**src/verilog/dcd_pkg.sv**
```systemverilog
// Constants shared by the command decoder and its helpers.
// Assumes one 20 MHz clock and an active-low asynchronous reset.
`default_nettype none
package dcd_pkg;
   // Pin and field widths
   localparam int ADDR_W      = 22;
   localparam int BANK_W      = 3;
   localparam int MODE_W      = 18;
   localparam int MASK_W      = 2;
   // Mode field positions
   localparam int LAT_LO      = 0;
   localparam int LAT_HI      = 2;
   localparam int BL_LO       = 3;
   localparam int BL_HI       = 4;
   localparam int MUX_POS     = 5;
   localparam int ALIGN_POS   = 7;
   localparam int ZERO_LO     = 10;
   // Mode register reset value: align loop reset low, loop off
   localparam logic [17:0] MODE_RST = 18'h00000;
   // Latency configuration codes
   localparam logic [2:0] CFG1 = 3'h0;
   localparam logic [2:0] CFG2 = 3'h1;
   localparam logic [2:0] CFG3 = 3'h2;
   localparam logic [2:0] CFG4 = 3'h3;
   localparam logic [2:0] CFG5 = 3'h4;
   // Read latency per configuration, in clocks
   localparam logic [3:0] RLAT1 = 4'h4;
   localparam logic [3:0] RLAT2 = 4'h6;
   localparam logic [3:0] RLAT3 = 4'h8;
   localparam logic [3:0] RLAT4 = 4'h3;
   localparam logic [3:0] RLAT5 = 4'h5;
   // Burst length codes
   localparam logic [1:0] BLC2 = 2'h0;
   localparam logic [1:0] BLC4 = 2'h1;
   localparam logic [1:0] BLC8 = 2'h2;
   // Align loop lock time in clocks
   localparam int LOCK_CYC    = 1024;
   localparam int LOCK_W      = 11;
   // Decoded command kinds
   typedef enum logic [2:0] {
      CMD_IDLE, CMD_MODE, CMD_READ, CMD_WRITE, CMD_RENEW, CMD_BAD
   } dcd_cmd_t;
endpackage
`default_nettype wire

```
**src/verilog/dcd_decoder.sv**
```systemverilog
// Command decoder and mode register of an eight-bank DDR memory.
// Assumes command pins come straight from the board, so they are
// synchronised here; mode data and decoded commands go to the core.
//
// Decided for this implementation: the register offsets and the address-and-strobe port.
`default_nettype none
// What this block does
// - Sample pins on rising edge; illegal stays low
// - Deselect acts as idle command
// - Decode write and maintenance pin pairs
// - Mode load captures eighteen address bits
// - Read picks bank and location
// - Write stores only unmasked portions
// - Renew refreshes bank, ignores address
// - Five latency configurations from mode
// - Write latency equals read plus one
// - Burst length sets used address width
// - Burst change may spoil earlier data
// - Align reset bit low stops loop
// - Address mux takes two halves
// - Write data at write latency
module dcd_decoder
   import dcd_pkg::*;
#(
   parameter int LOCK_CLOCKS = LOCK_CYC
) (
   // Clock and reset
   input  wire logic              clock_in,
   input  wire logic              resetn_in,
   // Command pins
   input  wire logic              chip_select_n_in,
   input  wire logic              write_enable_n_in,
   input  wire logic              maintenance_cmd_n_in,
   input  wire logic [BANK_W-1:0] bank_sel_in,
   input  wire logic [ADDR_W-1:0] addr_in,
   input  wire logic [MASK_W-1:0] byte_mask_in,
   // Decoded command to the array core
   output logic                   read_go_out,
   output logic                   write_go_out,
   output logic                   renew_go_out,
   output logic                   mode_go_out,
   output logic                   illegal_out,
   output logic      [BANK_W-1:0] cmd_bank_out,
   output logic      [ADDR_W-1:0] cmd_addr_out,
   // Write data timing
   output logic                   write_data_take_out,
   output logic      [MASK_W-1:0] write_keep_out,
   // Mode state
   output logic      [MODE_W-1:0] mode_reg_out,
   output logic      [3:0]        read_latency_out,
   output logic      [3:0]        write_latency_out,
   output logic      [3:0]        row_cycle_out,
   output logic      [1:0]        burst_len_code_out,
   output logic                   addr_mux_out,
   output logic                   align_loop_on_out,
   output logic                   align_locked_out,
   output logic                   mode_warn_out
);
   localparam int PIN_W = 3 + BANK_W + ADDR_W + MASK_W;

   // Synchronised pin bundle
   logic [PIN_W-1:0] pins_s;
   logic             cs_n;
   logic             we_n;
   logic             mt_n;
   logic [BANK_W-1:0] bank_s;
   logic [ADDR_W-1:0] addr_s;
   logic [MASK_W-1:0] mask_s;

   // Every pin crosses through two flops, so a command reaches the
   // outputs three edges after the controller drives it
   // pins sampled on rising edge
   dcd_sync #(
      .W (PIN_W)
   ) u_sync (
      .clock_in  (clock_in),
      .resetn_in (resetn_in),
      .d_in      ({chip_select_n_in, write_enable_n_in,
                   maintenance_cmd_n_in, bank_sel_in, addr_in,
                   byte_mask_in}),
      .q_out     (pins_s)
   );
   assign {cs_n, we_n, mt_n, bank_s, addr_s, mask_s} = pins_s;

   // Command decode
   dcd_cmd_t cmd;
   always_comb begin
      if (cs_n) begin
         cmd = CMD_IDLE;
      end else begin
         unique case ({we_n, mt_n})
            2'h0: cmd = CMD_MODE;
            2'h3: cmd = CMD_READ;
            2'h1: cmd = CMD_WRITE;
            2'h2: cmd = CMD_RENEW;
         endcase
      end
   end

   // Mode, address mux and align loop state
   logic [MODE_W-1:0] mode_ff, nxt_mode;
   logic              half_ff, nxt_half;      // Waiting for second half
   dcd_cmd_t          pend_ff, nxt_pend;      // Command awaiting half two
   logic [BANK_W-1:0] pbank_ff, nxt_pbank;
   logic [ADDR_W-1:0] paddr_ff, nxt_paddr;
   logic [LOCK_W-1:0] lock_ff, nxt_lock;
   logic              warn_ff, nxt_warn;
   // Decoded output registers
   logic rd_ff, nxt_rd, wr_ff, nxt_wr, rf_ff, nxt_rf, md_ff, nxt_md;
   logic bad_ff, nxt_bad;
   logic [BANK_W-1:0] obank_ff, nxt_obank;
   logic [ADDR_W-1:0] oaddr_ff, nxt_oaddr;
   // Write latency shift line, one tap per clock
   logic [15:0] wpipe_ff, nxt_wpipe;
   logic [MASK_W-1:0] keep_ff, nxt_keep;
   logic              take_ff, nxt_take;

   // Latency figures from current configuration
   logic [3:0] rlat, wlat, rcyc;
   logic       cfg_ok;
   dcd_latency u_lat (
      .cfg_in        (mode_ff[LAT_HI:LAT_LO]),
      .read_lat_out  (rlat),
      .write_lat_out (wlat),
      .row_cycle_out (rcyc),
      .cfg_ok_out    (cfg_ok)
   );

   // Checks a full mode word, flags unsupported combinations
   function automatic logic mode_bad(input logic [ADDR_W-1:0] a);
      logic [2:0] c;
      c = a[LAT_HI:LAT_LO];
      mode_bad = (a[MODE_W-1:ZERO_LO] != '0)
      // burst eight with config 1 or 4
               || (a[BL_HI:BL_LO] == BLC8 && (c == CFG1 || c == CFG4))
               || (a[BL_HI:BL_LO] == 2'h3) || (c > CFG5);
   endfunction

   // Next-state logic
   always_comb begin
      logic [ADDR_W-1:0] full_a;
      full_a    = '0;
      nxt_mode  = mode_ff;
      nxt_half  = 1'b0;
      nxt_pend  = pend_ff;
      nxt_pbank = pbank_ff;
      nxt_paddr = paddr_ff;
      nxt_warn  = warn_ff;
      nxt_rd    = 1'b0;
      nxt_wr    = 1'b0;
      nxt_rf    = 1'b0;
      nxt_md    = 1'b0;
      nxt_bad   = 1'b0;
      nxt_obank = obank_ff;
      nxt_oaddr = oaddr_ff;
      nxt_lock  = lock_ff;
      if (half_ff) begin
         // Chip select is not looked at here: the half is always next
         // second half completes address
         full_a    = {addr_s[ADDR_W/2-1:0], paddr_ff[ADDR_W/2-1:0]};
         nxt_obank = pbank_ff;
         nxt_oaddr = full_a;
         unique case (pend_ff)
            CMD_READ:  nxt_rd = 1'b1;
            CMD_WRITE: nxt_wr = 1'b1;
            default: begin
               nxt_md   = 1'b1;
               nxt_mode = full_a[MODE_W-1:0];
               nxt_warn = mode_bad(full_a);
            end
         endcase
      end else begin
         unique case (cmd)
            CMD_IDLE: ;
            CMD_RENEW: begin
               // renew bank only, address ignored
               // Renew has no second half, even with the address mux on
               nxt_rf    = 1'b1;
               nxt_obank = bank_s;
            end
            default: begin
               if (mode_ff[MUX_POS]) begin
                  nxt_half  = 1'b1;
                  nxt_pend  = cmd;
                  nxt_pbank = bank_s;
                  nxt_paddr = addr_s;
               end else if (cmd == CMD_MODE) begin
                  nxt_md   = 1'b1;
                  nxt_mode = addr_s[MODE_W-1:0];
                  nxt_warn = mode_bad(addr_s);
               end else begin
                  nxt_rd    = (cmd == CMD_READ);
                  nxt_wr    = (cmd == CMD_WRITE);
                  nxt_obank = bank_s;
                  nxt_oaddr = addr_s;
               end
            end
         endcase
      end
      // loop off while reset bit low; lock count restarts
      // The count stops at the target, so locked stays high
      if (!nxt_mode[ALIGN_POS]) begin
         nxt_lock = '0;
      end else if (lock_ff != LOCK_W'(LOCK_CLOCKS)) begin
         nxt_lock = lock_ff + LOCK_W'(1);
      end
   end

   // Write data window; taps one clock per stage
   // Sixteen taps cover the longest write latency of nine clocks
   always_comb begin
      nxt_wpipe = {wpipe_ff[14:0], wr_ff};
      nxt_take  = nxt_wpipe[wlat - 4'h1];
      nxt_keep  = ~mask_s;
   end

   // State registers
   // Reset puts every pulse low and the mode word at its default
   always_ff @(posedge clock_in or negedge resetn_in) begin
      if (!resetn_in) begin
         mode_ff  <= MODE_RST;
         half_ff  <= 1'b0;
         pend_ff  <= CMD_IDLE;
         pbank_ff <= '0;
         paddr_ff <= '0;
         lock_ff  <= '0;
         warn_ff  <= 1'b0;
         rd_ff    <= 1'b0;
         wr_ff    <= 1'b0;
         rf_ff    <= 1'b0;
         md_ff    <= 1'b0;
         bad_ff   <= 1'b0;
         obank_ff <= '0;
         oaddr_ff <= '0;
         wpipe_ff <= '0;
         keep_ff  <= '0;
         take_ff  <= 1'b0;
      end else begin
         mode_ff  <= nxt_mode;
         half_ff  <= nxt_half;
         pend_ff  <= nxt_pend;
         pbank_ff <= nxt_pbank;
         paddr_ff <= nxt_paddr;
         lock_ff  <= nxt_lock;
         warn_ff  <= nxt_warn;
         rd_ff    <= nxt_rd;
         wr_ff    <= nxt_wr;
         rf_ff    <= nxt_rf;
         md_ff    <= nxt_md;
         bad_ff   <= nxt_bad;
         obank_ff <= nxt_obank;
         oaddr_ff <= nxt_oaddr;
         wpipe_ff <= nxt_wpipe;
         keep_ff  <= nxt_keep;
         take_ff  <= nxt_take;
      end
   end

   // Outputs from registers; latency figures and warning decoded from them
   assign read_go_out         = rd_ff;
   assign write_go_out        = wr_ff;
   assign renew_go_out        = rf_ff;
   assign mode_go_out         = md_ff;
   // Every pin pair is defined, so this stays low; a bad mode word shows on mode_warn_out
   assign illegal_out         = bad_ff;
   assign cmd_bank_out        = obank_ff;
   assign cmd_addr_out        = oaddr_ff;
   assign write_data_take_out = take_ff;
   assign write_keep_out      = keep_ff;
   assign mode_reg_out        = mode_ff;
   assign read_latency_out    = rlat;
   assign write_latency_out   = wlat;
   assign row_cycle_out       = rcyc;
   // no stored data is guarded across a burst change
   // the core only sees the new code
   // burst code steers used address width
   assign burst_len_code_out  = mode_ff[BL_HI:BL_LO];
   assign addr_mux_out        = mode_ff[MUX_POS];
   // loop runs only with reset bit high
   assign align_loop_on_out   = mode_ff[ALIGN_POS];
   assign align_locked_out    = (lock_ff == LOCK_W'(LOCK_CLOCKS));
   // A reserved configuration warns even between loads
   assign mode_warn_out       = warn_ff | ~cfg_ok;

   // Elaboration checks: the lock counter must hold the full count
   if (LOCK_CLOCKS < 1) begin
      $error("LOCK_CLOCKS must be positive");
   end
   if (LOCK_CLOCKS >= (1 << LOCK_W)) begin
      $error("LOCK_CLOCKS does not fit the lock counter");
   end
endmodule
`default_nettype wire

```
**src/verilog/dcd_sync.sv**
```systemverilog
// Two-flop synchroniser for a bus of pin inputs.
// Assumes the pins are asynchronous to clock_in.
`default_nettype none
module dcd_sync
   import dcd_pkg::*;
#(
   parameter int W = 1
) (
   // Clock and reset
   input  wire logic         clock_in,
   input  wire logic         resetn_in,
   // Pin side and synchronised side
   input  wire logic [W-1:0] d_in,
   output logic      [W-1:0] q_out
);
   logic [W-1:0] meta_ff;   // First stage, read only by second
   logic [W-1:0] q_ff;      // Second stage
   logic [W-1:0] nxt_meta;
   logic [W-1:0] nxt_q;

   // Next values: shift through two stages
   always_comb begin
      nxt_meta = d_in;
      nxt_q    = meta_ff;
   end

   // Registers; reset to ones so active-low pins read inactive
   always_ff @(posedge clock_in or negedge resetn_in) begin
      if (!resetn_in) begin
         meta_ff <= '1;
         q_ff    <= '1;
      end else begin
         meta_ff <= nxt_meta;
         q_ff    <= nxt_q;
      end
   end

   assign q_out = q_ff;

   // Elaboration check: an empty bus cannot be synchronised
   if (W < 1) begin
      $error("dcd_sync width must be positive");
   end
endmodule
`default_nettype wire

```
**src/verilog/dcd_latency.sv**
```systemverilog
// Latency table: maps the configuration code to cycle figures.
// Purely combinational; the caller drives its latency ports straight from the results and ORs the inverse of cfg_ok into its warning.
`default_nettype none
module dcd_latency
   import dcd_pkg::*;
(
   // Configuration in
   input  wire logic [2:0] cfg_in,
   // Figures out
   output logic      [3:0] read_lat_out,
   output logic      [3:0] write_lat_out,
   output logic      [3:0] row_cycle_out,
   output logic            cfg_ok_out
);
   // Table lookup
   always_comb begin
      cfg_ok_out   = 1'b1;
      read_lat_out = RLAT1;
      unique case (cfg_in)
         CFG1: read_lat_out = RLAT1;
         CFG2: read_lat_out = RLAT2;
         CFG3: read_lat_out = RLAT3;
         CFG4: read_lat_out = RLAT4;
         CFG5: read_lat_out = RLAT5;
         // Reserved codes fall back to the slowest safe figure
         default: begin
            read_lat_out = RLAT3;
            cfg_ok_out   = 1'b0;
         end
      endcase
      // Row cycle equals read latency in every configuration
      row_cycle_out = read_lat_out;
      write_lat_out = read_lat_out + 4'h1;
   end
endmodule
`default_nettype wire

```
**config.mk**
```make
export PLATFORM = sky130hd
export DESIGN_NAME = dcd_decoder
export DESIGN_NICKNAME = d
export VERILOG_FILES = /design/src/verilog/dcd_pkg.sv /design/src/verilog/dcd_decoder.sv /design/src/verilog/dcd_sync.sv /design/src/verilog/dcd_latency.sv
export SDC_FILE = /design/constraint.sdc
export NUM_CORES = 1
export LEC_CHECK = 0
export CAP_MARGIN = 20
export CORE_ASPECT_RATIO = 1.5
export CORE_MARGIN = 5
export CORE_UTILIZATION = 35
export CTS_CLUSTER_DIAMETER = 30
export DETAILED_ROUTE_END_ITERATION = 6
export DONT_BUFFER_PORTS = 1
export HOLD_SLACK_MARGIN = 0.02
export SYNTH_ARGS = -nofsm -noshare
export SYNTH_HDL_FRONTEND = slang
export SYNTH_SLANG_ARGS = --single-unit
```
**constraint.sdc**
```tcl
create_clock -name clock_in -period 2.05 [get_ports clock_in]
set_input_delay 0.205 -clock clock_in [delete_from_list [all_inputs] [get_ports clock_in]]
set_output_delay 0.205 -clock clock_in [all_outputs]
set_load 0.05 [all_outputs]
```
# ---- Word-level counts from Yosys, hierarchy flattened
# Cells that the tools add are included.
dict set report totals {
  out_inout_bits 69
  word_cells 132
  in_bits 32
  ff_bits 155
}
dict set report classes {
  reduce_logical 26
  mux 46
  bitwise_logic 5
  add_sub_neg 3
  n_eq_ne 29
  magnitude_cmp 3
}
# op n
set ops {}
lappend ops {{$mux W18} 5}
lappend ops {{$mux W22} 4}
lappend ops {{$mux W1} 27}
lappend ops {{$eq A3 B2 Y1 const B} 8}
lappend ops {{$mux W11} 2}
lappend ops {{$pmux W4 S4} 1}
lappend ops {{$reduce_bool A8 Y1} 2}
lappend ops {{$eq A2 B2 Y1 const B} 6}
lappend ops {{$logic_not A3 Y1} 4}
lappend ops {{$mux W3} 4}
lappend ops {{$pmux W3 S4} 1}
lappend ops {{$add A11 B1 Y11 const B} 1}
lappend ops {{$eq A11 B11 Y1 const B} 1}
lappend ops {{$ne A11 B11 Y1 const B} 1}
lappend ops {{$reduce_and A3 Y1} 3}
lappend ops {{$logic_or A1 B1 Y1} 8}
lappend ops {{$eq A3 B1 Y1 const B} 2}
lappend ops {{$eq A3 B3 Y1 const B} 2}
lappend ops {{$gt A3 B3 Y1 const B} 2}
lappend ops {{$ne A2 B1 Y1 const B} 3}
lappend ops {{$ne A2 B2 Y1 const B} 3}
lappend ops {{$pmux W3 S2} 1}
lappend ops {{$lt A4 B5 Y1 const B} 1}
lappend ops {{$reduce_or A5 Y1} 1}
lappend ops {{other kinds (15)} 19}

# ---- Depth between registers and ports, before layout
# Gate-level depths: netlist (run 1).
dict set report logic_depth {
  word_depth 10
  mapped_depth 8
  mapped_depth_nobuf 7
}

# ---- Hierarchy
# A second synthesis (run 1) with hierarchy kept.
dict set report unflattened {
  hier_cells 486
  hier_area_um2 6093.3
}
# mod seq_area_each_um2 cells_per_inst area_each_um2 instances
set modules_own_cells {}
lappend modules_own_cells {dcd_decoder 2377.3 410 4408.0 1}
lappend modules_own_cells {dcd_sync 1576.5 60 1576.5 1}
lappend modules_own_cells {dcd_latency 0.0 16 108.9 1}

# ---- Worst setup path after synthesis (run 1)
# OpenSTA, ideal clock, no wires.
dict set report synth_path {
  path_kind {reg-to-output}
  startpoint {register mode_ff[0] (netlist: mode_reg_out[0])}
  endpoint {output row_cycle_out[3]}
  required_ns 1.845
  path_stages_with_launch 5
  setup_slack_ns -0.927
  n_path_buf 2
  arrival_time_ns 2.772
  cell_sequence {dfrtp_1 -> clkbuf_1 -> mux2i_1 -> inv_1 -> buf_4}
}
dict set report synth_between {
  elab_chain_len 2
  word_cells_on_any_way 5
  classes_between {3 x eq/ne; 1 x mux; 1 x reduce/logical}
}
# element line_no
set synth_rtl {}
lappend synth_rtl {{start, declared} dcd_decoder.sv:101} ;# logic [MODE_W-1:0] mode_ff, nxt_mode;
lappend synth_rtl {{start signal, assigned} dcd_decoder.sv:239} ;# mode_ff <= nxt_mode;
lappend synth_rtl {{$eq A3 B3 Y1, or another cell as far along} dcd_latency.sv:19} ;# unique case (cfg_in)
lappend synth_rtl {{$pmux W4 S4 *} dcd_latency.sv:19}
lappend synth_rtl {{end, declared} dcd_decoder.sv:52} ;# output logic [3:0] row_cycle_out,
# Every way passes the cells marked *; elsewhere a longest branch is shown, timed or not.

# ---- Worst setup path in the final report (run 1)
dict set report layout_path {
  startpoint {register mode_ff[0] (netlist: mode_reg_out[0])}
  endpoint {output write_latency_out[1]}
}
dict set report layout_between {
  elab_chain_len 3
  word_cells_on_any_way 6
  classes_between {1 x add/sub; 3 x eq/ne; 1 x mux; 1 x reduce/logical}
}
# element line_no
set layout_rtl {}
lappend layout_rtl {{$eq A3 B3 Y1, or another cell as far along} dcd_latency.sv:19}
lappend layout_rtl {{$pmux W4 S4 *} dcd_latency.sv:19}
lappend layout_rtl {{$add A4 B1 Y4 *} dcd_latency.sv:33} ;# write_lat_out = read_lat_out + 4'h1;
lappend layout_rtl {{end, declared} dcd_decoder.sv:51} ;# output logic [3:0] write_latency_out,
# Marked as above.

==> results_dict.tcl, run 1 <==
set metrics [dict create \
    status "finished with violations" \
    violations "hold timing" \
    cts_buffers 17 \
    yosys_register_bits 153 \
    r2r_start "mode_reg_out[0]$_DFFE_PN0P_" \
    rows 58 \
    wirelength_mm 12.9 \
    tns_ps 0 \
    grt_pass1_vias 3894 \
    hold_viol 153 \
    tritoncts "built" \
    start_util_pct 35.5 \
    syn_area_per_cell_um2 12.2 \
    dpl.hpwl_mm 8.62 \
    reg2reg_depth 6 \
    syn_area_um2 5950 \
    setup_slack_ps 63.1 \
    sw_frac_of_total_pct 44.8 \
    timing.fmax_mhz 503 \
    grt_max_degree 154 \
    min_period_over_period_pct 96.9 \
    via_per_inst 4.86 \
    startpoint "mode_reg_out[0]$_DFFE_PN0P_" \
    postCtsHoldBufs 30 \
    wl_per_cell_um 17.1 \
    cell_internal_pwr_mw 6.92 \
    async_flop_share_pct 100 \
    drv_cap 0 \
    antenna_found_initial 0 \
    dr.pass1.iters 4 \
    nets 563 \
    grt_pass1_wl_mm 20.9 \
    syn_inst 488 \
    power.switching_mw 5.62 \
    grt.overflow.total 0 \
    crit_slowest_cell "or3b_4" \
    cp-start-kind "flip-flop" \
    clkSinkCount 153 \
    power_frac_seq_pct 46.3 \
    tightest_slew_ps 569 \
    hold_ws_ps -530 \
    cp_max_fo 5 \
    ant_nets 0 \
    placed_cells 688 \
    area.growth.synth_to_final_pct 21.3 \
    fin_area_um2 7210 \
    maxSlewViolCount 0 \
    p_total_mw 12.5 \
    crit_type "reg -> out" \
    comb_power_share_pct 28.4 \
    drive_gt1_share_pct 28.5 \
    portBuffers 0 \
    antenna_cells 0 \
    r2r_setup_slack_ps 320 \
    worstSkewPairLatency_ps 420 \
    pin_count 101 \
    final_cell_mix "dfrtp_1 (89), nand2_1 (69), dfstp_2 (60)" \
    cp.required_ps 1850 \
    r2r_end "write_data_take_out$_DFF_PN0_" \
    p_clk_share_pct 25.3 \
    cp_cell_sequence "or3b_4 -> and2_4 -> clkinvlp_4 -> ha_4" \
    p_leak_nw 2.99 \
    cp_num_buf_inv 1 \
    ys_seq_area_share_pct 65.7 \
    cp-end-kind "primary output" \
    peakVddDrop_mv 1.64 \
    core_um2 16800 \
    die_w_um 116 \
    min_path_type "in -> async" \
    synth_edf_count 0 \
    yosysWarningCount 0 \
    utilization_pct 43.0 \
    setup_violations 0 \
    place_ws_ps 361 \
    mostFrequentLayoutCell "dfrtp_1" \
    arrival_ps 1780 \
    synth_flop_cell "dfrtp_1" \
    grt_util_all_layers_pct 13.8 \
    slowest_delay_ps 420 \
    rsz0062_at_grt "yes" \
    gp_congestion 0.793 \
    syn_nets 523 \
    skew_ps 8.91 \
    clk_path_buf_depth 2 \
    ys_types 41 \
    htree_levels 4 \
    slew_headroom_pct 62.0 \
    postPlaceCellArea_um2 6290 \
    die_area_um2 19700 \
    cts-root-buf "clkbuf_16" \
    vias 3653 \
    cp_top_family "simple AND/OR/NAND/NOR gates" \
    dieHeight_um 170 \
    post-route-min-period_ps 1990 \
    fillCellCount 1519 \
    layout.cells.non_filler 751 \
    powerDensity_nw_per_um2 1740 \
    clk_pin_slew_ps 70 \
    drc_errors 0 \
    drtIter0Drc 179 \
]
synthesized netlist by cell type (2+ instances only):
cell | n | area share (%)
buf_4 | 12 | 1.5
o22ai_1 | 4 | 0.42
mux2_2 | 19 | 3.6
mux2i_1 | 30 | 5.1
nand2b_1 | 5 | 0.53
buf_2 | 8 | 0.67
dfstp_2 | 60 | 27
nand4_1 | 3 | 0.32
xor2_1 | 3 | 0.44
o21ai_0 | 32 | 2.7
inv_1 | 12 | 0.76
nand3b_1 | 2 | 0.25
dfrtp_1 | 93 | 39
xnor2_1 | 7 | 1.0
clkbuf_1 | 15 | 0.95
or2_2 | 2 | 0.21
a21oi_1 | 7 | 0.59
nand3_1 | 4 | 0.34
ha_1 | 3 | 0.63
nor4_1 | 6 | 0.63
a211oi_1 | 14 | 1.8
nor3_1 | 5 | 0.42
nor2_1 | 23 | 1.5
and2_1 | 3 | 0.32
a31oi_1 | 16 | 1.7
o31ai_1 | 2 | 0.25
nor2b_1 | 16 | 1.7
nand2_1 | 69 | 4.4
metal layers:
| layer | vias up | share of wire [%] | track usage [%] |
|---|---|---|---|
| met4 | 0 | 1.9 | 6.06 |
| met1 | 1804 | 40 | 16.4 |
| met3 | 21 | 6.9 | 4.85 |
| li1 | 1729 | - | - |
| met5 | - | 0 | 0 |
| met2 | 99 | 51 | 22.5 |
logic make-up after synthesis:
logic type	share of synthesized area [%]
XOR/XNOR	1.47
multiplexers	8.65
other	0.0631
AND/OR/NAND/NOR	11.3
flip-flops	65.7
AO/OA/AOI/OAI	8.23
buffers and inverters	3.96
adder cells (fa/ha/maj)	0.631
power by group through the flow:
| stage | Combinational [mW] | Clock, mW | Sequential [mW] |
|---|---|---|---|
| floorplan | 2.73 | 0 | 5.84 |
| global route | 3.91 | 3.40 | 5.92 |
| CTS | 3.59 | 3.24 | 5.84 |
| detailed placement | 3.51 | 0 | 5.89 |
| finish | 3.56 | 3.17 | 5.81 |
| global placement | 3.43 | 0 | 5.86 |
worst max path at each step:
stage / endpoint / cells past startpoint / slack [ps]
CTS: write_latency_out[1] / 5 / 10
floorplan: write_data_take_out$_DFF_PN0_ / 7 / -170
detailed placement: write_data_take_out$_DFF_PN0_ / 7 / 360
global placement: write_data_take_out$_DFF_PN0_ / 7 / 430
global route: write_latency_out[1] / 5 / -6
finish: write_latency_out[1] / 4 / 60
area by class of cell:
class	count	area, um2	share of cell area, %
clock buffer	17	425	5.90
inverter	12	51.3	0.711
multi-input combinational	287	1850	25.7
clock inverter	15	178	2.46
timing repair buffer	57	536	7.42
tap	210	263	3.64
sequential	153	3910	54.2
state kept, by name, indices dropped and copies added (netlist names):
| name | count |
|---|---|
| u_sync.meta_ff | 30 |
| read_go_out | 1 |
| pend_ff | 3 |
| renew_go_out | 1 |
| half_ff | 1 |
| paddr_ff | 11 |
| warn_ff | 1 |
| pbank_ff | 3 |
| write_keep_out | 2 |
| cmd_addr_out | 22 |
| lock_ff | 11 |
| write_go_out | 1 |
| write_data_take_out | 1 |
| u_sync.q_out | 30 |
| wpipe_ff | 13 |
| mode_reg_out | 18 |
| mode_go_out | 1 |
| cmd_bank_out | 3 |
worst reg2reg max path, stage by stage, from the launching register on:
cell and delay, ps:
dfrtp_2 410, or3b_4 420, and2_4 180, clkinvlp_4 90, ha_4 150, o21ai_0 90
o311ai_1 280
repair_timing:
action | in CTS | in global routing
pin swaps | 0 | 3
buffers inserted | 0 | 1
setup endpoints to repair | 1 | 4
hold endpoints to repair | 183 | 153
resized for setup | 1 | 4
Note: power is estimated with default switching activity, not from simulation.
==> run 2, diff against run 1 <==
CTS_BUF_LIST = sky130_fd_sc_hd__clkbuf_16   (was not set)
GPL_TIMING_DRIVEN = 1   (was not set)
TNS_END_PERCENT = 5   (was not set)
==> results_dict.tcl, run 2 (same netlist as run 1, synthesis figures left out) <==
set metrics [dict create \
    cts-root-buf "clkbuf_16" \
    antenna_found_initial 0 \
    cp_num_buf_inv 1 \
    r2r_end "write_data_take_out$_DFF_PN0_" \
    setup_violations 0 \
    cp_max_fo 5 \
    clk_path_buf_depth 2 \
    reg2reg_depth 6 \
    tritoncts "built" \
    grt_max_degree 154 \
    cp_cell_sequence "or3b_4 -> and2_4 -> clkinvlp_4 -> ha_4" \
    die_area_um2 19700 \
    final_cell_mix "dfrtp_1 (89), nand2_1 (69), dfstp_2 (60)" \
    arrival_ps 1780 \
    via_per_inst 4.91 \
    maxSlewViolCount 0 \
    violations "hold timing" \
    hold_viol 153 \
    drive_gt1_share_pct 28.7 \
    core_um2 16800 \
    portBuffers 0 \
    vias 3684 \
    dieHeight_um 170 \
    slowest_delay_ps 420 \
    worstSkewPairLatency_ps 420 \
    start_util_pct 35.5 \
    rsz0062_at_grt "yes" \
    antenna_cells 0 \
    crit_slowest_cell "dfrtp_2" \
    grt_pass1_vias 3894 \
    drv_cap 0 \
    mostFrequentLayoutCell "dfrtp_1" \
    dr.pass1.iters 4 \
    min_path_type "in -> async" \
    gp_congestion 0.793 \
    min_period_over_period_pct 97.0 \
    peakVddDrop_mv 1.64 \
    p_leak_nw 2.99 \
    drc_errors 0 \
    drtIter0Drc 192 \
    utilization_pct 43.1 \
    powerDensity_nw_per_um2 1740 \
    slew_headroom_pct 62.9 \
    wl_per_cell_um 17.1 \
    cp.required_ps 1850 \
    cp-start-kind "flip-flop" \
    htree_levels 4 \
    worstSetupPathDepth 4 \
    ant_nets 0 \
    die_w_um 116 \
    r2r_setup_slack_ps 320 \
    tightest_slew_ps 557 \
    post-route-min-period_ps 1990 \
    nets 563 \
    crit_type "reg -> out" \
    wirelength_mm 12.8 \
    fin_area_um2 7220 \
    cts_buffers 17 \
    fillCellCount 1518 \
    layout.cells.non_filler 751 \
    postCtsHoldBufs 30 \
    postPlaceCellArea_um2 6290 \
    p_total_mw 12.5 \
    hold_ws_ps -531 \
    clk_pin_slew_ps 70 \
    cp_top_family "simple AND/OR/NAND/NOR gates" \
    dpl.hpwl_mm 8.62 \
    r2r_start "mode_reg_out[0]$_DFFE_PN0P_" \
    grt_pass1_wl_mm 20.9 \
    clkSinkCount 153 \
    status "finished with violations" \
    timing.fmax_mhz 503 \
    placed_cells 688 \
    pin_count 101 \
    skew_ps 10.3 \
    area.growth.synth_to_final_pct 21.4 \
    grt.overflow.total 0 \
    grt_util_all_layers_pct 13.8 \
    cp-end-kind "primary output" \
    rows 58 \
]
[run 2: cell counts in the layout (fill, tap and decap cells not counted)]
Identical to the previous run, type by type.
[run 2: what timing repair did]
action                                  4_1_cts  5_1_grt
endpoints found under the hold margin       183      153
buffers inserted                              0        1
pin swaps                                     0        3
resized for setup                             1        5
endpoints found under the setup margin        1        4
[run 2: how the worst max path moves through the flow]
stage	start	to	slack, ps
after floorplan	mode_reg_out[2]$_DFFE_PN0P_	write_data_take_out$_DFF_PN0_	-170
after global placement	mode_reg_out[0]$_DFFE_PN0P_	write_data_take_out$_DFF_PN0_	430
after detailed placement	mode_reg_out[0]$_DFFE_PN0P_	write_data_take_out$_DFF_PN0_	360
after CTS	mode_reg_out[0]$_DFFE_PN0P_	write_latency_out[1]	10
after global routing	mode_reg_out[0]$_DFFE_PN0P_	write_latency_out[1]	-6
final	mode_reg_out[0]$_DFFE_PN0P_	write_latency_out[1]	60
[run 2: metal layers]
layer  vias up  share of wire, %  GRT usage (%)
li1       1733                 -              -
met1      1826                39           16.4
met2       105                52           22.5
met3        20               6.9           4.85
met4         0               1.9           6.06
met5         -                 0              0
[run 2: metrics by stage]
stage          setup WS [ps]  setup TNS (ps)
6_report                61.6               0
5_1_grt                -5.94           -5.94
4_1_cts                 12.5               0
3_5_place_dp             361               0
3_3_place_gp             433               0
2_1_floorplan           -166            -492
[run 2: power breakdown]
part           total, mW  internal (mW)  switching [mW]
sequential          5.81           3.78            2.03
clock               3.17           1.84            1.33
combinational       3.56           1.30            2.26
total               12.5           6.92            5.62
[run 2: cell type report]
type                            instances  area [um2]  area share, %
Multi-Input combinational cell        287        1860           25.7
Sequential cell                       153        3910           54.1
Tap cell                              210         263           3.64
Clock buffer                           17         425           5.89
Inverter                               12        51.3          0.711
Timing Repair Buffer                   57         536           7.42
Clock inverter                         15         178           2.46
